### src/logic/lldet_consts.vh
`ifndef LLDET_CONSTS_VH
`define LLDET_CONSTS_VH

// ----------------------------------------
// clock and timer tick
// ----------------------------------------
`define LLDET_CLK_PERIOD_NS 10
`define LLDET_TICK_NS 1000
`define LLDET_TICK_CYC (`LLDET_TICK_NS / `LLDET_CLK_PERIOD_NS)
`define LLDET_TICK_W 16

// ----------------------------------------
// nominal timeouts in microsecond ticks
// ----------------------------------------
`define LLDET_TO_70US 11'h046
`define LLDET_TO_130US 11'h082
`define LLDET_TO_280US 11'h118
`define LLDET_TO_540US 11'h21C
`define LLDET_TO_1075US 11'h433
`define LLDET_TMR_W 11
`define LLDET_WAKE_REC_US 11'h00A

// ----------------------------------------
// setting codes (resistor decode or fixed)
// ----------------------------------------
`define LLDET_SEL_IC_OFF 3'h0
`define LLDET_SEL_70 3'h1
`define LLDET_SEL_130 3'h2
`define LLDET_SEL_280 3'h3
`define LLDET_SEL_540 3'h4
`define LLDET_SEL_1075 3'h5

// ----------------------------------------
// register map (byte addresses)
// ----------------------------------------
`define LLDET_ADR_CTRL 4'h0
`define LLDET_ADR_STATUS 4'h4
`define LLDET_ADR_DISCNT 4'h8
`define LLDET_CTRL_RST 6'h00
`define LLDET_CTRL_SRC_BIT 0
`define LLDET_CTRL_FIX_LSB 1
`define LLDET_CTRL_FAST_BIT 4
`define LLDET_CTRL_EXC_BIT 5

`endif

### src/logic/lldet_tick.v
`timescale 1ns/10ps
`default_nettype none
`include "lldet_consts.vh"

// free-running divider standing in for the internal oscillator
module lldet_tick #(
  parameter DIV = 100
) (
  // clock and reset
  input wire clk,
  input wire rst,
  // one-cycle tick
  output reg tick
);

  reg [`LLDET_TICK_W-1:0] cnt_ff; // cycles since last tick

  // ----------------------------------------
  // divider
  // ----------------------------------------
  always @(posedge clk) begin
    if (rst) begin
      cnt_ff <= 16'h0000;
      tick <= 1'b0;
    end else if (cnt_ff == DIV[`LLDET_TICK_W-1:0] - 16'h0001) begin
      cnt_ff <= 16'h0000;
      tick <= 1'b1;
    end else begin
      cnt_ff <= cnt_ff + 16'h0001;
      tick <= 1'b0;
    end
  end

endmodule
`default_nettype wire

### src/logic/lldet_top.v
`timescale 1ns/10ps
`default_nettype none
`include "lldet_consts.vh"

// Operation
// - idle timer counts while sense shows no conduction
// - expiry sets disable flag, low-consumption mode
// - expiry resets timer, halves the timeout
// - disabled: conduction edge starts timed wake
// - idle wake shares trigger_disable_input exit path
// - conduction end starts the idle timer
// - gap under quarter: reset timer only
// - gap quarter-to-half restores full timeout
// - timeout 70/130/280/540/1075 us selectable
// - low resistor disables device; high disables detection
// - pulse outside disable conducted without delay
// - sequencer restarts on supply-good or disable
// - fast-slope and exception options mutually exclusive
// - negative-sense comparator report drives the timer
// - timeout from resistor or fixed production selection
module lldet_top #(
  parameter TICK_CYC = `LLDET_TICK_CYC,
  parameter WAKE_TICKS = `LLDET_WAKE_REC_US
) (
  // clock and reset
  input wire CLOCK,
  input wire RESET,
  // wishbone slave
  input wire CYC_I,
  input wire STB_I,
  input wire WE_I,
  input wire [3:0] ADR_I,
  input wire [3:0] SEL_I,
  input wire [31:0] DAT_I,
  output reg [31:0] DAT_O,
  output reg ACK_O,
  // sense, supply and pins
  input wire CS_NEG,
  input wire TRIG_DISABLE_IN,
  input wire VCC_OK,
  input wire [2:0] RSEL_CODE,
  // controller outputs
  output reg DISABLE_FLAG,
  output reg WAKING,
  output reg DRV_ALLOW,
  output reg SEQ_START,
  output reg FAST_SLOPE_EN,
  output reg EXC_TIMER_EN
);

  // ----------------------------------------
  // states
  // ----------------------------------------
  // binary codes; the state number is readable in the status word
  localparam [2:0] ST_START = 3'h0; // sequencer start
  localparam [2:0] ST_ACTIVE = 3'h1; // normal conduction
  localparam [2:0] ST_DISABLED = 3'h2; // low consumption
  localparam [2:0] ST_WAKE = 3'h3; // recovery in progress
  localparam [2:0] ST_IC_OFF = 3'h4; // held off by resistor

  // ----------------------------------------
  // declarations
  // ----------------------------------------
  wire tick; // one microsecond tick
  wire bus_req; // wishbone request pending
  wire bus_wr; // write strobe on request
  reg [5:0] ctrl_ff; // control register
  reg [2:0] state_ff; // sequencer state
  reg [2:0] nxt_state;
  reg [10:0] tmr_ff; // idle timer in ticks
  reg [10:0] nxt_tmr;
  reg half_ff; // timeout halved
  reg nxt_half;
  reg [10:0] wake_ff; // wake recovery count
  reg [10:0] nxt_wake;
  reg cs_neg_d_ff; // previous sense sample
  reg vcc_d_ff; // previous supply-good sample
  reg [15:0] discnt_ff; // idle disable entries
  // combinational decode results
  reg [2:0] sel; // effective setting code
  reg [10:0] nominal; // full timeout in ticks
  reg [10:0] limit; // active timeout
  reg [10:0] quarter; // quarter of nominal
  reg [10:0] half; // half of nominal
  reg detect_on; // detection enabled
  // edge and compare terms
  wire cond_start; // sense went negative
  wire vcc_rise; // supply became good
  wire idle_exp; // timer reached limit

  // ----------------------------------------
  // timebase
  // ----------------------------------------
  // the tick stands in for the internal oscillator; a shorter
  // divider shrinks every timeout alike, which keeps tests short
  lldet_tick #(
    .DIV(TICK_CYC)
  ) u_tick (
    .clk(CLOCK),
    .rst(RESET),
    .tick(tick)
  );

  // ----------------------------------------
  // setting decode
  // ----------------------------------------
  // codes 6 and 7 (high or floating resistor) switch detection off;
  // code 0 (low resistor) is caught by the sequencer override;
  // thresholds are plain shifts, so they round down
  // fixed selection overrides the resistor when chosen
  always @* begin
    if (ctrl_ff[`LLDET_CTRL_SRC_BIT]) begin
      sel = ctrl_ff[`LLDET_CTRL_FIX_LSB+2:`LLDET_CTRL_FIX_LSB];
    end else begin
      sel = RSEL_CODE;
    end
    detect_on = 1'b1;
    case (sel)
      `LLDET_SEL_70: nominal = `LLDET_TO_70US;
      `LLDET_SEL_130: nominal = `LLDET_TO_130US;
      `LLDET_SEL_280: nominal = `LLDET_TO_280US;
      `LLDET_SEL_540: nominal = `LLDET_TO_540US;
      `LLDET_SEL_1075: nominal = `LLDET_TO_1075US;
      default: begin
        nominal = `LLDET_TO_1075US;
        detect_on = 1'b0;
      end
    endcase
    quarter = {2'b00, nominal[10:2]};
    half = {1'b0, nominal[10:1]};
    limit = half_ff ? half : nominal;
  end

  // edges of the comparator report and supply level
  assign cond_start = CS_NEG & ~cs_neg_d_ff;
  assign vcc_rise = VCC_OK & ~vcc_d_ff;
  // expiry only while the sense is positive, so a conduction edge
  // in the same cycle always wins over expiry
  assign idle_exp = detect_on & ~CS_NEG & (tmr_ff >= limit);

  // ----------------------------------------
  // sequencer
  // ----------------------------------------
  // one next-state process; the override chain at the bottom
  // takes priority over the per-state decisions
  always @* begin
    nxt_state = state_ff;
    nxt_tmr = tmr_ff;
    nxt_half = half_ff;
    nxt_wake = wake_ff;
    case (state_ff)
      ST_START: begin
        // start state resolves at once to active unless an override below applies
        nxt_tmr = 11'h000;
        nxt_state = ST_ACTIVE;
      end
      ST_ACTIVE: begin
        if (cond_start) begin
          // gap length decides the timeout for the next round
          nxt_tmr = 11'h000;
          if (tmr_ff >= quarter && tmr_ff < half) begin
            nxt_half = 1'b0;
          end
        end else if (idle_exp) begin
          nxt_tmr = 11'h000;
          nxt_half = 1'b1;
          nxt_state = ST_DISABLED;
        end else if (~CS_NEG & tick & detect_on) begin
          nxt_tmr = tmr_ff + 11'h001;
        end
      end
      ST_DISABLED: begin
        // a new conduction edge while the pin is released begins the wake
        if (cond_start & ~TRIG_DISABLE_IN) begin
          nxt_wake = 11'h000;
          nxt_state = ST_WAKE;
        end
      end
      // recovery counted in ticks; its length is a parameter
      ST_WAKE: begin
        if (tick) begin
          nxt_wake = wake_ff + 11'h001;
        end
        if (wake_ff >= WAKE_TICKS[10:0]) begin
          nxt_tmr = 11'h000;
          nxt_state = ST_ACTIVE;
        end
      end
      ST_IC_OFF: begin
        // left only through the override chain
        nxt_state = ST_IC_OFF;
      end
      default: nxt_state = ST_START;
    endcase
    // overriding conditions, in priority order
    if (!VCC_OK || sel == `LLDET_SEL_IC_OFF) begin
      // supply loss or low resistor holds the whole device off
      nxt_state = ST_IC_OFF;
    end else if (state_ff == ST_IC_OFF || vcc_rise) begin
      // leaving hold-off or supply return restarts the sequencer
      nxt_state = ST_START;
    end else if (TRIG_DISABLE_IN && state_ff != ST_DISABLED) begin
      // pin disable from any running state
      nxt_state = ST_DISABLED;
    end else if (state_ff == ST_DISABLED && !TRIG_DISABLE_IN && !detect_on) begin
      // with detection off there is no conduction edge to wait for
      nxt_state = ST_WAKE;
      nxt_wake = 11'h000;
    end
  end

  // ----------------------------------------
  // state registers and outputs
  // ----------------------------------------
  // outputs are registered from the next state so they align with it
  always @(posedge CLOCK) begin
    if (RESET) begin
      // held off with the flag raised until supply and setting are seen
      state_ff <= ST_IC_OFF;
      tmr_ff <= 11'h000;
      half_ff <= 1'b0;
      wake_ff <= 11'h000;
      cs_neg_d_ff <= 1'b0;
      vcc_d_ff <= 1'b0;
      discnt_ff <= 16'h0000;
      DISABLE_FLAG <= 1'b1;
      WAKING <= 1'b0;
      DRV_ALLOW <= 1'b0;
      SEQ_START <= 1'b0;
    end else begin
      state_ff <= nxt_state;
      tmr_ff <= nxt_tmr;
      half_ff <= nxt_half;
      wake_ff <= nxt_wake;
      cs_neg_d_ff <= CS_NEG;
      vcc_d_ff <= VCC_OK;
      // counts idle expiries only, not pin disables;
      // a limitation: the counter wraps after 65535 entries
      if (state_ff == ST_ACTIVE && nxt_state == ST_DISABLED && idle_exp) begin
        discnt_ff <= discnt_ff + 16'h0001;
      end
      DISABLE_FLAG <= (nxt_state == ST_DISABLED) || (nxt_state == ST_IC_OFF);
      WAKING <= (nxt_state == ST_WAKE);
      // no wake delay when the pulse meets an active controller
      DRV_ALLOW <= (nxt_state == ST_ACTIVE) || (nxt_state == ST_START);
      // pulse whenever the sequencer is sent back to start
      SEQ_START <= (nxt_state == ST_START) ||
                   (nxt_state == ST_DISABLED && state_ff != ST_DISABLED);
    end
  end

  // ----------------------------------------
  // option outputs
  // ----------------------------------------
  // the two options must never drive at once, so one is masked
  // exception timer wins if software asks for both
  always @(posedge CLOCK) begin
    if (RESET) begin
      FAST_SLOPE_EN <= 1'b0;
      EXC_TIMER_EN <= 1'b0;
    end else begin
      EXC_TIMER_EN <= ctrl_ff[`LLDET_CTRL_EXC_BIT];
      FAST_SLOPE_EN <= ctrl_ff[`LLDET_CTRL_FAST_BIT] & ~ctrl_ff[`LLDET_CTRL_EXC_BIT];
    end
  end

  // ----------------------------------------
  // wishbone slave
  // ----------------------------------------
  assign bus_req = CYC_I & STB_I & ~ACK_O;
  assign bus_wr = bus_req & WE_I;

  // reads have no side effects; unmapped offsets answer with zero
  // a write with byte lane 0 off is acknowledged but dropped
  // data is zero outside the answer cycle so a shared bus can or it
  // one wait state: ack one edge after the request is seen
  always @(posedge CLOCK) begin
    if (RESET) begin
      ACK_O <= 1'b0;
      DAT_O <= 32'h00000000;
      ctrl_ff <= `LLDET_CTRL_RST;
    end else begin
      ACK_O <= bus_req;
      DAT_O <= 32'h00000000;
      if (bus_wr && ADR_I == `LLDET_ADR_CTRL && SEL_I[0]) begin
        ctrl_ff <= DAT_I[5:0];
      end
      if (bus_req && !WE_I) begin
        if (ADR_I == `LLDET_ADR_CTRL) begin
          DAT_O <= {26'h0000000, ctrl_ff};
        end else if (ADR_I == `LLDET_ADR_STATUS) begin
          DAT_O <= {5'h00, tmr_ff, 8'h00, detect_on, half_ff, sel, state_ff};
        end else if (ADR_I == `LLDET_ADR_DISCNT) begin
          DAT_O <= {16'h0000, discnt_ff};
        end else begin
          DAT_O <= 32'h00000000; // unmapped reads zero
        end
      end
    end
  end

endmodule
`default_nettype wire

### config.mk
export PLATFORM = sky130hd
export DESIGN_NAME = lldet_top
export DESIGN_NICKNAME = d
export VERILOG_FILES = /design/src/logic/lldet_tick.v /design/src/logic/lldet_top.v
export VERILOG_INCLUDE_DIRS = /design/src /design/src/logic
export SDC_FILE = /design/constraint.sdc
export NUM_CORES = 1
export LEC_CHECK = 0
export BUFFER_PORTS_ARGS = -buffer_cell sky130_fd_sc_hd__buf_2
export CAP_MARGIN = 0
export CORE_ASPECT_RATIO = 0.8
export CORE_MARGIN = 1.5
export CORE_UTILIZATION = 60
export CTS_BUF_LIST = sky130_fd_sc_hd__clkbuf_16
export DETAILED_ROUTE_END_ITERATION = 12
export GPL_ROUTABILITY_DRIVEN = 0
export PLACE_DENSITY = 0.84
export SLEW_MARGIN = 20
export SYNTH_ARGS = -nofsm -noshare
export SYNTH_HDL_FRONTEND = slang
export SYNTH_SLANG_ARGS = --single-unit
### constraint.sdc
create_clock -name CLOCK -period 6.05 [get_ports CLOCK]
set_input_delay 0.605 -clock CLOCK [delete_from_list [all_inputs] [get_ports CLOCK]]
set_output_delay 0.605 -clock CLOCK [all_outputs]
set_load 0.02 [all_outputs]
==> impl_summary.md, run 1 <==
Clock network
The maximum root-to-sink buffer count is 2. Clock-pin slew was measured on the worst setup and hold paths at 0.07 ns. The number of hold buffers added after CTS is 0.

The library cell used as clock root buffer is clkbuf_16. The number of clock sinks is about 100. Buffers added to address setup during post-CTS repair amount to 0. The H-tree generated during clock tree synthesis spans 3 levels. Once the clock tree was built, the resizer swapped 0 gates to a different size. For the worst-skew pair, the clock arrives at the later sink with an insertion delay of 0.34 ns. The number of clock buffers inserted by TritonCTS is 9. The clock tree from TritonCTS is yes.

Worst setup path
Of all nets on the critical path, the largest fanout is 14. The worst setup path is captured at a register. At the worst endpoint, the required time is 6.32 ns. The slack of the worst reg-to-reg path is 1.41 ns.

The most critical setup path has its endpoint at discnt_ff[15]$_SDFFE_PP0P_. STA classifies the critical path startpoint as a register. The setup path with the least slack is of type register to register. The worst reg2reg path depth is 12.

The capture point of the worst reg-to-reg path is discnt_ff[15]$_SDFFE_PP0P_. The startpoint identified for the worst register-to-register timing path is ctrl_ff[0]$_SDFFE_PP0P_. Data on the critical path arrives at its endpoint at slightly below 5 ns. The start point of the critical path is ctrl_ff[0]$_SDFFE_PP0P_.

STA
For the pin with the worst max-slew slack, the measured transition is about 0.93 ns. Setup repair after global routing left no endpoint under its margin. Across all hold checks on the routed design, the worst slack comes to between 0.4 and 0.5 ns.

The minimum clock period is ~4.6 ns. The achievable clock frequency is between 200 and 250 MHz. The final setup violation count is 0.

Summed over all failing endpoints, the final setup total negative slack is 0 ns. On the final layout, the worst clock skew is 0.00676 ns. The total count of hold-check failures in the final report came to 0. The worst path meets setup with 1.41 ns of slack. The max-slew violation count is 0.

The share of the clock period used by the worst path is 0.766. Measured against its own limit, the worst slew margin works out to 0.362.

GRT
The via count of the first global-routing pass came to about 4300. The sum of overflow across all layers after global routing is 0. The number of antenna violations at the first check in global routing is 0. For this run, the total global-route usage over all layers was measured as 0.269. The wire length of the first global-routing pass is 20.1 mm. Entering global routing, the biggest net connects 37 pins.

Flow run
Max-cap violations in this run came to 0.

Cells and area
The synthesis-to-finish area growth is 11.0%. Once layout is done, the placed cells without fillers occupy between 5000 and 6000 um2. Counting the fill cells in the layout gives slightly below 700. The area taken by flip-flops and latches is between 2000 and 2500 um2. The area of the multi-input gates is a little over 3000 um2. The final cell count without fillers is approximately 790. In the final design database the tool counted 753 nets. The repair_antennas step left the layout with diodes totalling 0. The end-of-flow core utilization is 0.691. The fraction of final layout cells sized beyond drive strength 1 is 0.150.

Placed design
The count of placed standard cells including taps is between 700 and 800. The setup slack at placement is ~1.7 ns. The number of input and output port buffers inserted is 55. Summed over all nets, the half-perimeter wirelength after detailed placement is between 8 and 9 mm. In this run the cell area measured after placement is between 5000 and 6000 um2.

Drt
The routed wire length per instance is around 16 um. Using the TritonRoute via totals, the vias-per-cell ratio works out to about 6.0. After detailed routing, the number of remaining DRC violations is 0.

The routed layout has ~4700 vias. The number of detailed-route iterations in the first pass is 7. For this block, the routed nets add up to 12.3 mm of wire. For this block, the initial DRC count from the detailed router was 389. The number of antenna-violating nets in the routed design is 0.

Power
The worst-case IR drop observed on VDD is ~0.12 mV. The static leakage power is around 2.4 nW. The power consumption is between 1 and 1.5 mW.

Internal power comes to 0.984 mW. Of the total power, combinational logic draws 0.069. The switching power summed over all nets is 0.331 mW. Of the total power, registers draw 0.511. The share of power burned in the clock network is 0.419.

The net switching fraction of the power is 0.252. The cell area power density is approximately 220 nW/um2.

Floorplanning
The initial core utilization is 0.622. The cell row count is 30. The height of the chip is 87.1 um. For this design the top-level I/O count stands at 90.

The floorplan step defined a die boundary enclosing between 9000 and 10000 um2. The die extent in x is 108 um. The region available for standard cell placement spans 8520 um2.

Status
The run finished with clean final reports.

Synth
The number of enable flip-flop cells after synthesis is 0. The most used flip-flop cell after synthesis is dfxtp_1. The sequential fraction of the synthesis area is 0.381. The number of distinct library cell variants in the gate-level netlist after synthesis is 62. The number of instances in the synthesized netlist is between 600 and 700. The count of warnings emitted by yosys is 0.

The post-synthesis instance area is 5300 um2. The async set-or-reset flop fraction in the synthesized netlist is 0. The number of flip-flops and latches in the synthesized netlist is around 100.

Averaged over all synthesized cells, the footprint is between 8 and 9 um2.

Min path
The worst min-delay path category is register to register.
critical path: stages (launching register included):
cell,delay [ns]
dfxtp_1,0.60
mux2i_2,0.66
nand2_1,0.27
nor2_2,0.29
inv_1,0.20
mux2_2,0.32
ha_1,0.28
nand2_1,0.09
nor4_1,0.45
a221o_1,0.31
nand4_1,0.40
or4_1,0.54
a21oi_1,0.15
layout by cell type (no fill, tap or decap), types with 3 or more instances in the layout:
| cell type | instances |
|---|---|
| a21o_1 | 4 |
| a21oi_1 | 51 |
| a311oi_1 | 5 |
| a31oi_1 | 3 |
| and2_1 | 22 |
| and3_1 | 9 |
| buf_2 | 55 |
| clkbuf_16 | 9 |
| conb_1 | 5 |
| dfxtp_1 | 101 |
| ha_1 | 34 |
| inv_1 | 14 |
| mux2_2 | 5 |
| mux2_4 | 4 |
| mux2i_1 | 10 |
| nand2_1 | 53 |
| nand2b_1 | 5 |
| nand3_1 | 30 |
| nand3b_1 | 3 |
| nand4_1 | 10 |
| nor2_1 | 77 |
| nor2b_1 | 10 |
| nor3_1 | 19 |
| nor3_4 | 3 |
| nor3b_1 | 3 |
| nor4_1 | 4 |
| nor4_2 | 4 |
| o211ai_1 | 4 |
| o21ai_0 | 29 |
| o21ai_1 | 3 |
| o31ai_1 | 4 |
| or3_1 | 16 |
| or4_1 | 7 |
| xnor2_1 | 13 |
| xor2_1 | 8 |
power by group through the flow:
stage          combinational [mW]  sequential [mW]  clock (mW)
2_1_floorplan              0.0640            0.689           0
3_3_place_gp               0.0834            0.688           0
3_5_place_dp               0.0876            0.688           0
4_1_cts                    0.0892            0.672       0.558
5_1_grt                     0.100            0.673       0.586
6_report                   0.0914            0.672       0.551
metal layers:
metal / wire length (um) / part of all wire / track usage / up-vias
met5: 0 / 0 / 0 / -
li1: - / - / - / 2304
met3: 968 / 0.078 / 0.0501 / 20
met4: 164 / 0.013 / 0.0897 / 0
met2: 5820 / 0.47 / 0.453 / 196
met1: 5390 / 0.44 / 0.350 / 2198
cells by family (layout without fill, tap and decap cells):
family | Yosys count | count (layout) | share of synthesized area
buffers and inverters | 39 | 86 | 0.0356
other | 1 | 5 | 0.000707
muxes | 21 | 21 | 0.0460
xor gates and xnor gates | 21 | 21 | 0.0347
AOI/OAI and AO/OA | 118 | 118 | 0.134
DFF | 101 | 101 | 0.381
and+or+nand+nor | 287 | 287 | 0.288
adders and majority gates | 34 | 34 | 0.0802
cell type report:
cell class,count,share of cell area
flip-flops and latches,101,0.343
clock inverters,7,0.00999
repair buffers,56,0.0480
well taps,112,0.0238
clock buffers,9,0.0383
inverters,14,0.00893
multi-input cells,486,0.528
registers in the layout, indices dropped and copies added (netlist names), 3 cells and up:
| name | flops |
|---|---|
| ctrl_ff | 6 |
| discnt_ff | 16 |
| DAT_O | 27 |
| u_tick.cnt_ff | 16 |
| state_ff | 3 |
| tmr_ff | 11 |
| wake_ff | 11 |
synthesized netlist by cell type, drive strengths merged (9+ instances only):
master / n / share of area
nor2b: 10 / 0.012
nand3: 31 / 0.030
ha: 34 / 0.080
inv: 14 / 0.0099
mux2: 9 / 0.022
and2: 22 / 0.026
xnor2: 13 / 0.021
or3: 17 / 0.021
mux2i: 12 / 0.024
buf: 15 / 0.019
and3: 9 / 0.011
nor3: 24 / 0.031
o21ai: 32 / 0.030
clkbuf: 10 / 0.0071
dfxtp: 101 / 0.38
nor2: 78 / 0.056
nand4: 10 / 0.012
a21oi: 51 / 0.048
nand2: 53 / 0.038
worst min path at each step:
stage,from,to,cells after the start
final,u_tick.cnt_ff[0]$_SDFF_PP0_,u_tick.cnt_ff[0]$_SDFF_PP0_,1
after global routing,u_tick.cnt_ff[0]$_SDFF_PP0_,u_tick.cnt_ff[0]$_SDFF_PP0_,1
after CTS,u_tick.cnt_ff[0]$_SDFF_PP0_,u_tick.cnt_ff[0]$_SDFF_PP0_,1
after detailed placement,u_tick.cnt_ff[0]$_SDFF_PP0_,u_tick.cnt_ff[0]$_SDFF_PP0_,1
after global placement,u_tick.cnt_ff[0]$_SDFF_PP0_,u_tick.cnt_ff[0]$_SDFF_PP0_,1
after floorplan,u_tick.cnt_ff[0]$_SDFF_PP0_,u_tick.cnt_ff[0]$_SDFF_PP0_,1
Power figures use the tool's default switching activity.
==> run 2: changes to the inputs <==
--- a/config.mk
+++ b/config.mk
@@ -6,15 +6,16 @@
 export SDC_FILE = /design/constraint.sdc
 export NUM_CORES = 1
 export LEC_CHECK = 0
+export ABC_AREA = 1
 export BUFFER_PORTS_ARGS = -buffer_cell sky130_fd_sc_hd__buf_2
 export CAP_MARGIN = 0
 export CORE_ASPECT_RATIO = 0.8
 export CORE_MARGIN = 1.5
-export CORE_UTILIZATION = 60
+export CORE_UTILIZATION = 57
 export CTS_BUF_LIST = sky130_fd_sc_hd__clkbuf_16
 export DETAILED_ROUTE_END_ITERATION = 12
 export GPL_ROUTABILITY_DRIVEN = 0
-export PLACE_DENSITY = 0.84
+export PLACE_DENSITY = 0.8
 export SLEW_MARGIN = 20
 export SYNTH_ARGS = -nofsm -noshare
 export SYNTH_HDL_FRONTEND = slang
==> constraint.sdc (replaced) <==
create_clock -name CLOCK -period 4.8 [get_ports CLOCK]
set_input_delay 0.48 -clock CLOCK [delete_from_list [all_inputs] [get_ports CLOCK]]
set_output_delay 0.48 -clock CLOCK [all_outputs]
set_load 0.02 [all_outputs]
==> impl_summary.md, run 2 <==
Drt
The number of DRC violations after detailed-routing iteration 0 was 411 (+5.7%). The overall routed net length is 13.3 mm (+7.9%). The routed wire length per instance was 13.5 um (-14%).

The via-per-instance ratio was 5.45 (-9.3%). The residual DRC count is 0 (unchanged). The number of antenna-violating nets in the routed design is 0 (unchanged). The total vias in the final route is 5398 (+14%). The number of detailed-route iterations in the first pass was 7 (unchanged).

Synth
The number of enable flip-flop cells after synthesis is 0 (unchanged). The mean instance size in the synthesized netlist is 7.13 um2 (-16%). The number of instances in the synthesized netlist is 799 (+28%).

Among all flip-flop cells after synthesis, the most frequent one is dfxtp_1. The count of warnings emitted by yosys came to 0 (unchanged). The cell type with the highest aggregate area in the netlist is dfxtp_1.

The share of Yosys cell area claimed by the top area cell type is 0.355 (-0.0263). The number of flip-flops and latches in the synthesized netlist is 101 (unchanged). By count the netlist is led by nand2_1, inv_1, nor2_1, dfxtp_1, a21oi_1. The sequential fraction of the synthesis area was 0.355 (-0.0263). The number of distinct library cell variants in the gate-level netlist after synthesis is 41 (-34%). The async set-or-reset flop fraction in the synthesized netlist is 0 (unchanged). The most numerous cell in the Yosys netlist is nand2_1. The post-synthesis instance area is 5690 um2 (+7.4%). In the post-synthesis netlist, the biggest area contributors are dfxtp_1, nand2_1, inv_1.

Cells and area
Leaving out fill and tap cells, the most frequent cell in the layout is nand2_1. The synthesis-to-finish area growth is 11.7%. The antenna cell count is 0 (unchanged). The number of filler cells placed in the layout is 848 (+26%). The post-layout instance area came to 6360 um2 (+8.1%).

The fraction of final layout cells sized beyond drive strength 1 is 0.137 (-0.0131). In the layout the commonest cells are nand2_1, inv_1, nor2_1. In the final layout, the registers with the most flip-flops are DAT_O: 27 flops, discnt_ff: 16 flops, u_tick.cnt_ff: 16 flops. The number of flip-flops in the largest register was 27 (unchanged). Counting flops per register, the top entry is DAT_O. The net total in the final layout came to 934 (+24%).

Clock network
The post-CTS resize count is 0 (unchanged). The clock tree from TritonCTS is yes. The register clock-pin slew on the reported worst setup and hold paths is 0.07 ns (about the same).

The level count of the clock H-tree came to 3 (unchanged). The maximum root-to-sink buffer count is 2 (unchanged). The number of clock buffers inserted by TritonCTS is 9 (unchanged).

The cell sitting at the root of the clock tree is a clkbuf_16. The number of setup buffers added after CTS is 0 (unchanged). The number of clock sinks is 101 (unchanged). The clock insertion delay at the later pin of the skew report is 0.35 ns (about the same). The number of hold buffers added after CTS was 0 (unchanged).

Power
The static leakage power came to 2.73 nW (+16%). The cell area power density came to 279 nW/um2 (+25%). The power consumption is 1.77 mW (+35%).

The worst-case vdd ir drop is 0.234 mV (+91%).

Placed design
The HPWL after detailed placement is 9.83 mm (+12%). The setup slack at placement came to 0.989 ns (-0.683 ns). The cell area reported after detailed placement was 6030 um2 (+7.6%). The number of input and output port buffers inserted was 55 (unchanged).

GRT
The sum of overflow across all layers after global routing is 0 (unchanged). The via count of the first global-routing pass is 4914 (+15%). The total routing resource utilization after global routing was 0.262 (-0.00765).

The pin count of the biggest net entering global routing is 33 (-11%). The wire length of the first global-routing pass came to 22.4 mm (+12%). The number of antenna violations at the first check in global routing was 0 (unchanged).

Worst setup path
The critical path data required time is 5.00 ns (-1.32 ns). The kind of start point of the critical path is a register. In this run the worst setup path begins at ctrl_ff[0]$_SDFFE_PP0P_. The worst-path maximum fanout is 17 (+3). The data arrival at the endpoint of the critical path was 4.07 ns (-0.84 ns). The category of the critical setup timing path is register to register. STA classifies the critical path endpoint as a register. The launch instance of the worst register-to-register path is ctrl_ff[0]$_SDFFE_PP0P_.

STA
The total count of hold-check failures in the final report came to 0 (unchanged). The worst-case clock skew is 0.0100 ns (+0.00324 ns). The share of the clock period used by the worst path is 0.807 (+0.0406).

The minimum clock period is 3.87 ns (-0.763 ns). The worst-case setup margin in the final layout came to 0.928 ns (-0.487 ns). The transition at the pin with the smallest max-transition slack is 0.790 ns (-0.141 ns).

The max-slew violation count was 0 (unchanged). The normalized max-slew margin is 0.470 (+0.108). The achievable clock frequency is 258 MHz (+20%). Setup repair after global routing left no endpoint under its margin. The aggregate negative setup slack was 0 ns (unchanged).

The final setup violation count is 0 (unchanged).

Floorplanning
The top-level port count is 90 (unchanged). The die extent in x is 115 um (+6.2%). The core area came to 9690 um2 (+14%). The initial core utilization is 0.588 (-0.0345). The height of the chip is 92.4 um (+6.1%).

The die outline area is 10600 um2 (+13%). The cell row count is 32 (+6.7%).

Flow run
The max-capacitance violation count is 0 (unchanged).

Min path
The worst hold path belongs to the class primary input to register. The worst hold path begins at VCC_OK.

Status
The run finished with clean final reports.
## run 2: cell count changes after synthesis, sizes merged, moves of 10 or more
cell,change
xnor2,-10
nor2b,-10
and2,-22
xor2,+11
mux2i,-12
or3,-17
inv,+107
nor2,+44
nand2,+93
nand4,+29
nand3,+10
## run 2: worst max-delay path: stages (launching register included)
cell and delay, ns:
dfxtp_1 0.44, inv_2 0.12, nand2_1 0.07, nand2_1 0.08
nand2_2 0.13, nor2_1 0.08, nor2_1 0.35, inv_1 0.14
nor2_1 0.18, nand2_1 0.12, ha_1 0.32, nand2_1 0.07
nor2_1 0.18, nand2_1 0.08, nor2_1 0.11, nand2_1 0.06
nand3_1 0.31, nand3_4 0.16, nand3_4 0.22, nand3_4 0.28
nand2_1 0.14, a21oi_1 0.08
## run 2: worst paths after layout
kind	endpoint	slack [ns]	depth (start not counted)
setup / recovery	discnt_ff[6]$_SDFFE_PP0P_	0.93	21
hold / removal	vcc_d_ff$_SDFF_PP0_	0.39	3
setup reg to reg	discnt_ff[6]$_SDFFE_PP0P_	0.93	21
hold reg to reg	u_tick.cnt_ff[0]$_SDFF_PP0_	0.45	1
## run 2: cell type report
cell class | count | area, um2 | share of cell area
Clock buffer | 9 | 225 | 0.0354
Clock inverter | 7 | 106 | 0.0167
Inverter | 121 | 459 | 0.0722
Multi-Input combinational cell | 561 | 3100 | 0.488
Sequential cell | 101 | 2020 | 0.318
Tap cell | 136 | 170 | 0.0267
Timing Repair Buffer | 55 | 275 | 0.0433
## run 2: per-stage QoR
stage               std cells  hold slack, ns  utilization
global placement          974           0.430        0.622
detailed placement        974           0.438        0.622
finish                    990           0.389        0.657
floorplan                 803           0.418            -
CTS                       990           0.380        0.657
global route              990           0.400        0.657
## run 2: kinds of logic after synthesis
family | share of synthesized area
adder cells (fa/ha/maj) | 0.0747
AO/OA/AOI/OAI | 0.115
other | 0.000659
XOR/XNOR | 0.0338
flip-flops | 0.355
AND/OR/NAND/NOR | 0.318
buffers and inverters | 0.102
## run 2: metal layers
metal / vias to the layer above / GRT usage / wire (um)
met5: - / 0 / 0
met4: 0 / 0.0576 / 140
met3: 12 / 0.0543 / 974
met2: 199 / 0.436 / 6120
met1: 2473 / 0.351 / 6080
li1: 2714 / - / -
## run 2: power by group
group / switching (mW) / total, mW / internal (mW)
logic: 0.0880 / 0.127 / 0.0389
registers: 0.00434 / 0.848 / 0.844
clock network: 0.333 / 0.798 / 0.465
==> run 3: changes to the inputs <==
--- a/config.mk
+++ b/config.mk
@@ -6,7 +6,7 @@
 export SDC_FILE = /design/constraint.sdc
 export NUM_CORES = 1
 export LEC_CHECK = 0
-export ABC_AREA = 1
+export ABC_AREA = 0
 export BUFFER_PORTS_ARGS = -buffer_cell sky130_fd_sc_hd__buf_2
 export CAP_MARGIN = 0
 export CORE_ASPECT_RATIO = 0.8
@@ -15,7 +15,7 @@
 export CTS_BUF_LIST = sky130_fd_sc_hd__clkbuf_16
 export DETAILED_ROUTE_END_ITERATION = 12
 export GPL_ROUTABILITY_DRIVEN = 0
-export PLACE_DENSITY = 0.8
+export PLACE_DENSITY = 0.81
 export SLEW_MARGIN = 20
 export SYNTH_ARGS = -nofsm -noshare
 export SYNTH_HDL_FRONTEND = slang
==> constraint.sdc (replaced) <==
create_clock -name CLOCK -period 3.6 [get_ports CLOCK]
set_input_delay 0.36 -clock CLOCK [delete_from_list [all_inputs] [get_ports CLOCK]]
set_output_delay 0.36 -clock CLOCK [all_outputs]
set_load 0.02 [all_outputs]
==> impl_summary.md, run 3 (synthesis gave the netlist of run 1 again) <==
Power
The worst-case vdd ir drop is 0.285 mV (+22%). The cell area power density is 367 nW/um2 (+32%). The static leakage power is 2.51 nW (-8.3%).

STA
The max-slew violation count is 0 (unchanged). The minimum clock period is 3.49 ns (-0.384 ns). The aggregate negative setup slack is 0 ns (unchanged).

The total count of hold-check failures in the final report is 0 (unchanged). The normalized max-slew margin is 0.457 (-0.0124). The final setup violation count is 0 (unchanged). The worst hold margin is 0.255 ns (-0.134 ns). The share of the clock period used by the worst path is 0.969 (+0.162).

The transition at the pin with the smallest max-transition slack is 0.812 ns (+0.0218 ns). The achievable clock frequency is 287 MHz (+11%). The worst-case clock skew was 0.0116 ns (+0.00164 ns).

GRT
The number of antenna violations at the first check in global routing was 0 (unchanged). The via count of the first global-routing pass is 4564 (-7.1%). The total routing resource utilization after global routing is 0.266 (+0.00424). The pin count of the biggest net entering global routing is 37 (+12%). The sum of overflow across all layers after global routing is 0 (unchanged). The wire length of the first global-routing pass was 21.4 mm (-4.7%).

Drt
The number of antenna-violating nets in the routed design is 0 (unchanged). The sum of met3 wire segment lengths after detailed routing is 998 um (+2.5%). The highest layer touched by signal routing is met4. The via-per-instance ratio was 6.05 (+11%). The number of detailed-route iterations in the first pass is 6 (-1).

The routed wire length per instance is 16.1 um (+20%). The sum of met2 wire segment lengths after detailed routing was 6.12 mm (about the same). The number of DRC violations after detailed-routing iteration 0 is 432 (+5.1%).

The routed length on met1 is 5.79 mm (-4.9%). The overall routed net length is 13.1 mm (-1.6%). The residual DRC count is 0 (unchanged). The total vias in the final route came to 4930 (-8.7%).

Placed design
The number of input and output port buffers inserted is 55 (unchanged). The HPWL after detailed placement is 9.21 mm (-6.4%). The count of placed standard cells including taps is 795 (-18%). The cell area reported after detailed placement is 5790 um2 (-4.0%).

Min path
The worst min-delay path category is primary input to register.

Floorplanning
The initial core utilization is 0.587 (-0.00108). The cell row count is 31 (-3.1%). The height of the chip is 89.3 um (-3.4%). The die outline area is 9890 um2 (-6.7%). The core area was 9040 um2 (-6.7%). The top-level port count is 90 (unchanged). The die extent in x is 111 um (-3.4%).

Clock network
The clock insertion delay at the later pin of the skew report is 0.35 ns (about the same). The register clock-pin slew on the reported worst setup and hold paths is 0.07 ns (about the same). The number of hold buffers added after CTS was 0 (unchanged).

TritonCTS built the clock tree. The maximum root-to-sink buffer count was 2 (unchanged). The level count of the clock H-tree came to 3 (unchanged). The number of clock buffers inserted by TritonCTS was 9 (unchanged). The number of clock sinks is 101 (unchanged). The library cell used as clock root buffer is clkbuf_16.

Cells and area
The largest registers in the layout are DAT_O: 27 flops, discnt_ff: 16 flops, u_tick.cnt_ff: 16 flops. The net total in the final layout is 780 (-16%). The fraction of final layout cells sized beyond drive strength 1 is 0.186 (+0.0487). The number of filler cells placed in the layout is 691 (-19%).

The area of the multi-input gates was 3160 um2 (+1.7%). The post-layout instance area is 6170 um2 (-3.1%). The antenna cell count was 0 (unchanged). In the layout the commonest cells are dfxtp_1, nor2_1, buf_2. The number of flip-flops in the largest register was 27 (unchanged). The library cell used most frequently in the layout, excluding fill and tap cells, is dfxtp_1. The synthesis-to-finish area growth is 16.3%.

The area taken by flip-flops and latches is 2020 um2 (unchanged). The final cell count without fillers was 815 (-18%). The register with the most flip-flops is DAT_O.

Worst setup path
The data arrival at the endpoint of the critical path is 3.78 ns (-0.29 ns). STA classifies the critical path endpoint as a register. The critical path data required time is 3.89 ns (-1.11 ns). The worst-path maximum fanout is 8 (-9). The category of the critical setup timing path is register to register.

The kind of start point of the critical path is a register. The slack of the worst reg-to-reg path is 0.11 ns (-0.82 ns).

Flow run
The max-capacitance violation count is 0 (unchanged).

Status
The flow ran to the end, and the final reports show no timing, DRC or antenna violations.
-- run 3: what timing repair did --
action | CTS | global route
cloned | 0 | 0
pin swaps | 0 | 3
buffers inserted | 0 | 4
resized for setup | 0 | 10
endpoints found under the setup margin | 1 | 21
-- run 3: worst max-delay path, stage by stage, from the launching register on --
cell and delay, ns:
dfxtp_1 0.37, buf_12 0.15, mux2i_2 0.40, nor2_4 0.08
buf_4 0.16, a21oi_1 0.17, a21boi_0 0.24, ha_1 0.15
nand2_1 0.10, nor4_4 0.35, a221o_1 0.30, o221ai_4 0.18
buf_4 0.21, or4_1 0.48, nand2_1 0.09
-- run 3: layer usage --
layer / vias to the layer above / track usage
li1: 2359 / -
met1: 2357 / 0.353
met2: 191 / 0.442
met3: 23 / 0.0637
met4: 0 / 0.0711
met5: - / 0
-- run 3: final cells by class --
type | count | share of cell area
multi-input combinational | 486 | 0.512
inverter | 14 | 0.00852
sequential | 101 | 0.328
clock inverter | 7 | 0.0108
clock buffer | 9 | 0.0365
timing repair buffer | 83 | 0.0808
tap | 115 | 0.0233
-- run 3: per-stage QoR --
| step | total power, mW | util | worst slack, ns |
|---|---|---|---|
| 3_5_place_dp | 1.32 | 0.641 | 0.0308 |
| 3_3_place_gp | 1.31 | 0.641 | 0.0982 |
| 6_report | 2.26 | 0.682 | 0.112 |
| 2_1_floorplan | 1.27 | - | 0.204 |
| 4_1_cts | 2.26 | 0.673 | -0.0130 |
| 5_1_grt | 2.34 | 0.682 | -0.0510 |
-- run 3: report_power, final --
group / internal (mW) / total, mW / leakage [nW] / switching (mW)
clock network: 0.535 / 0.953 / 0.146 / 0.418
logic: 0.0672 / 0.179 / 1.55 / 0.112
registers: 1.12 / 1.13 / 0.816 / 0.00661
total: 1.73 / 2.26 / 2.51 / 0.536
-- run 3: path summary, 6_finish.rpt --
kind | start | end | depth (start not counted)
setup / recovery | ctrl_ff[0]$_SDFFE_PP0P_ | tmr_ff[7]$_SDFFE_PP0P_ | 14
hold / removal | DAT_I[1] | ctrl_ff[1]$_SDFFE_PP0P_ | 3
setup reg to reg | ctrl_ff[0]$_SDFFE_PP0P_ | tmr_ff[7]$_SDFFE_PP0P_ | 14
hold reg to reg | u_tick.cnt_ff[0]$_SDFF_PP0_ | u_tick.cnt_ff[0]$_SDFF_PP0_ | 1
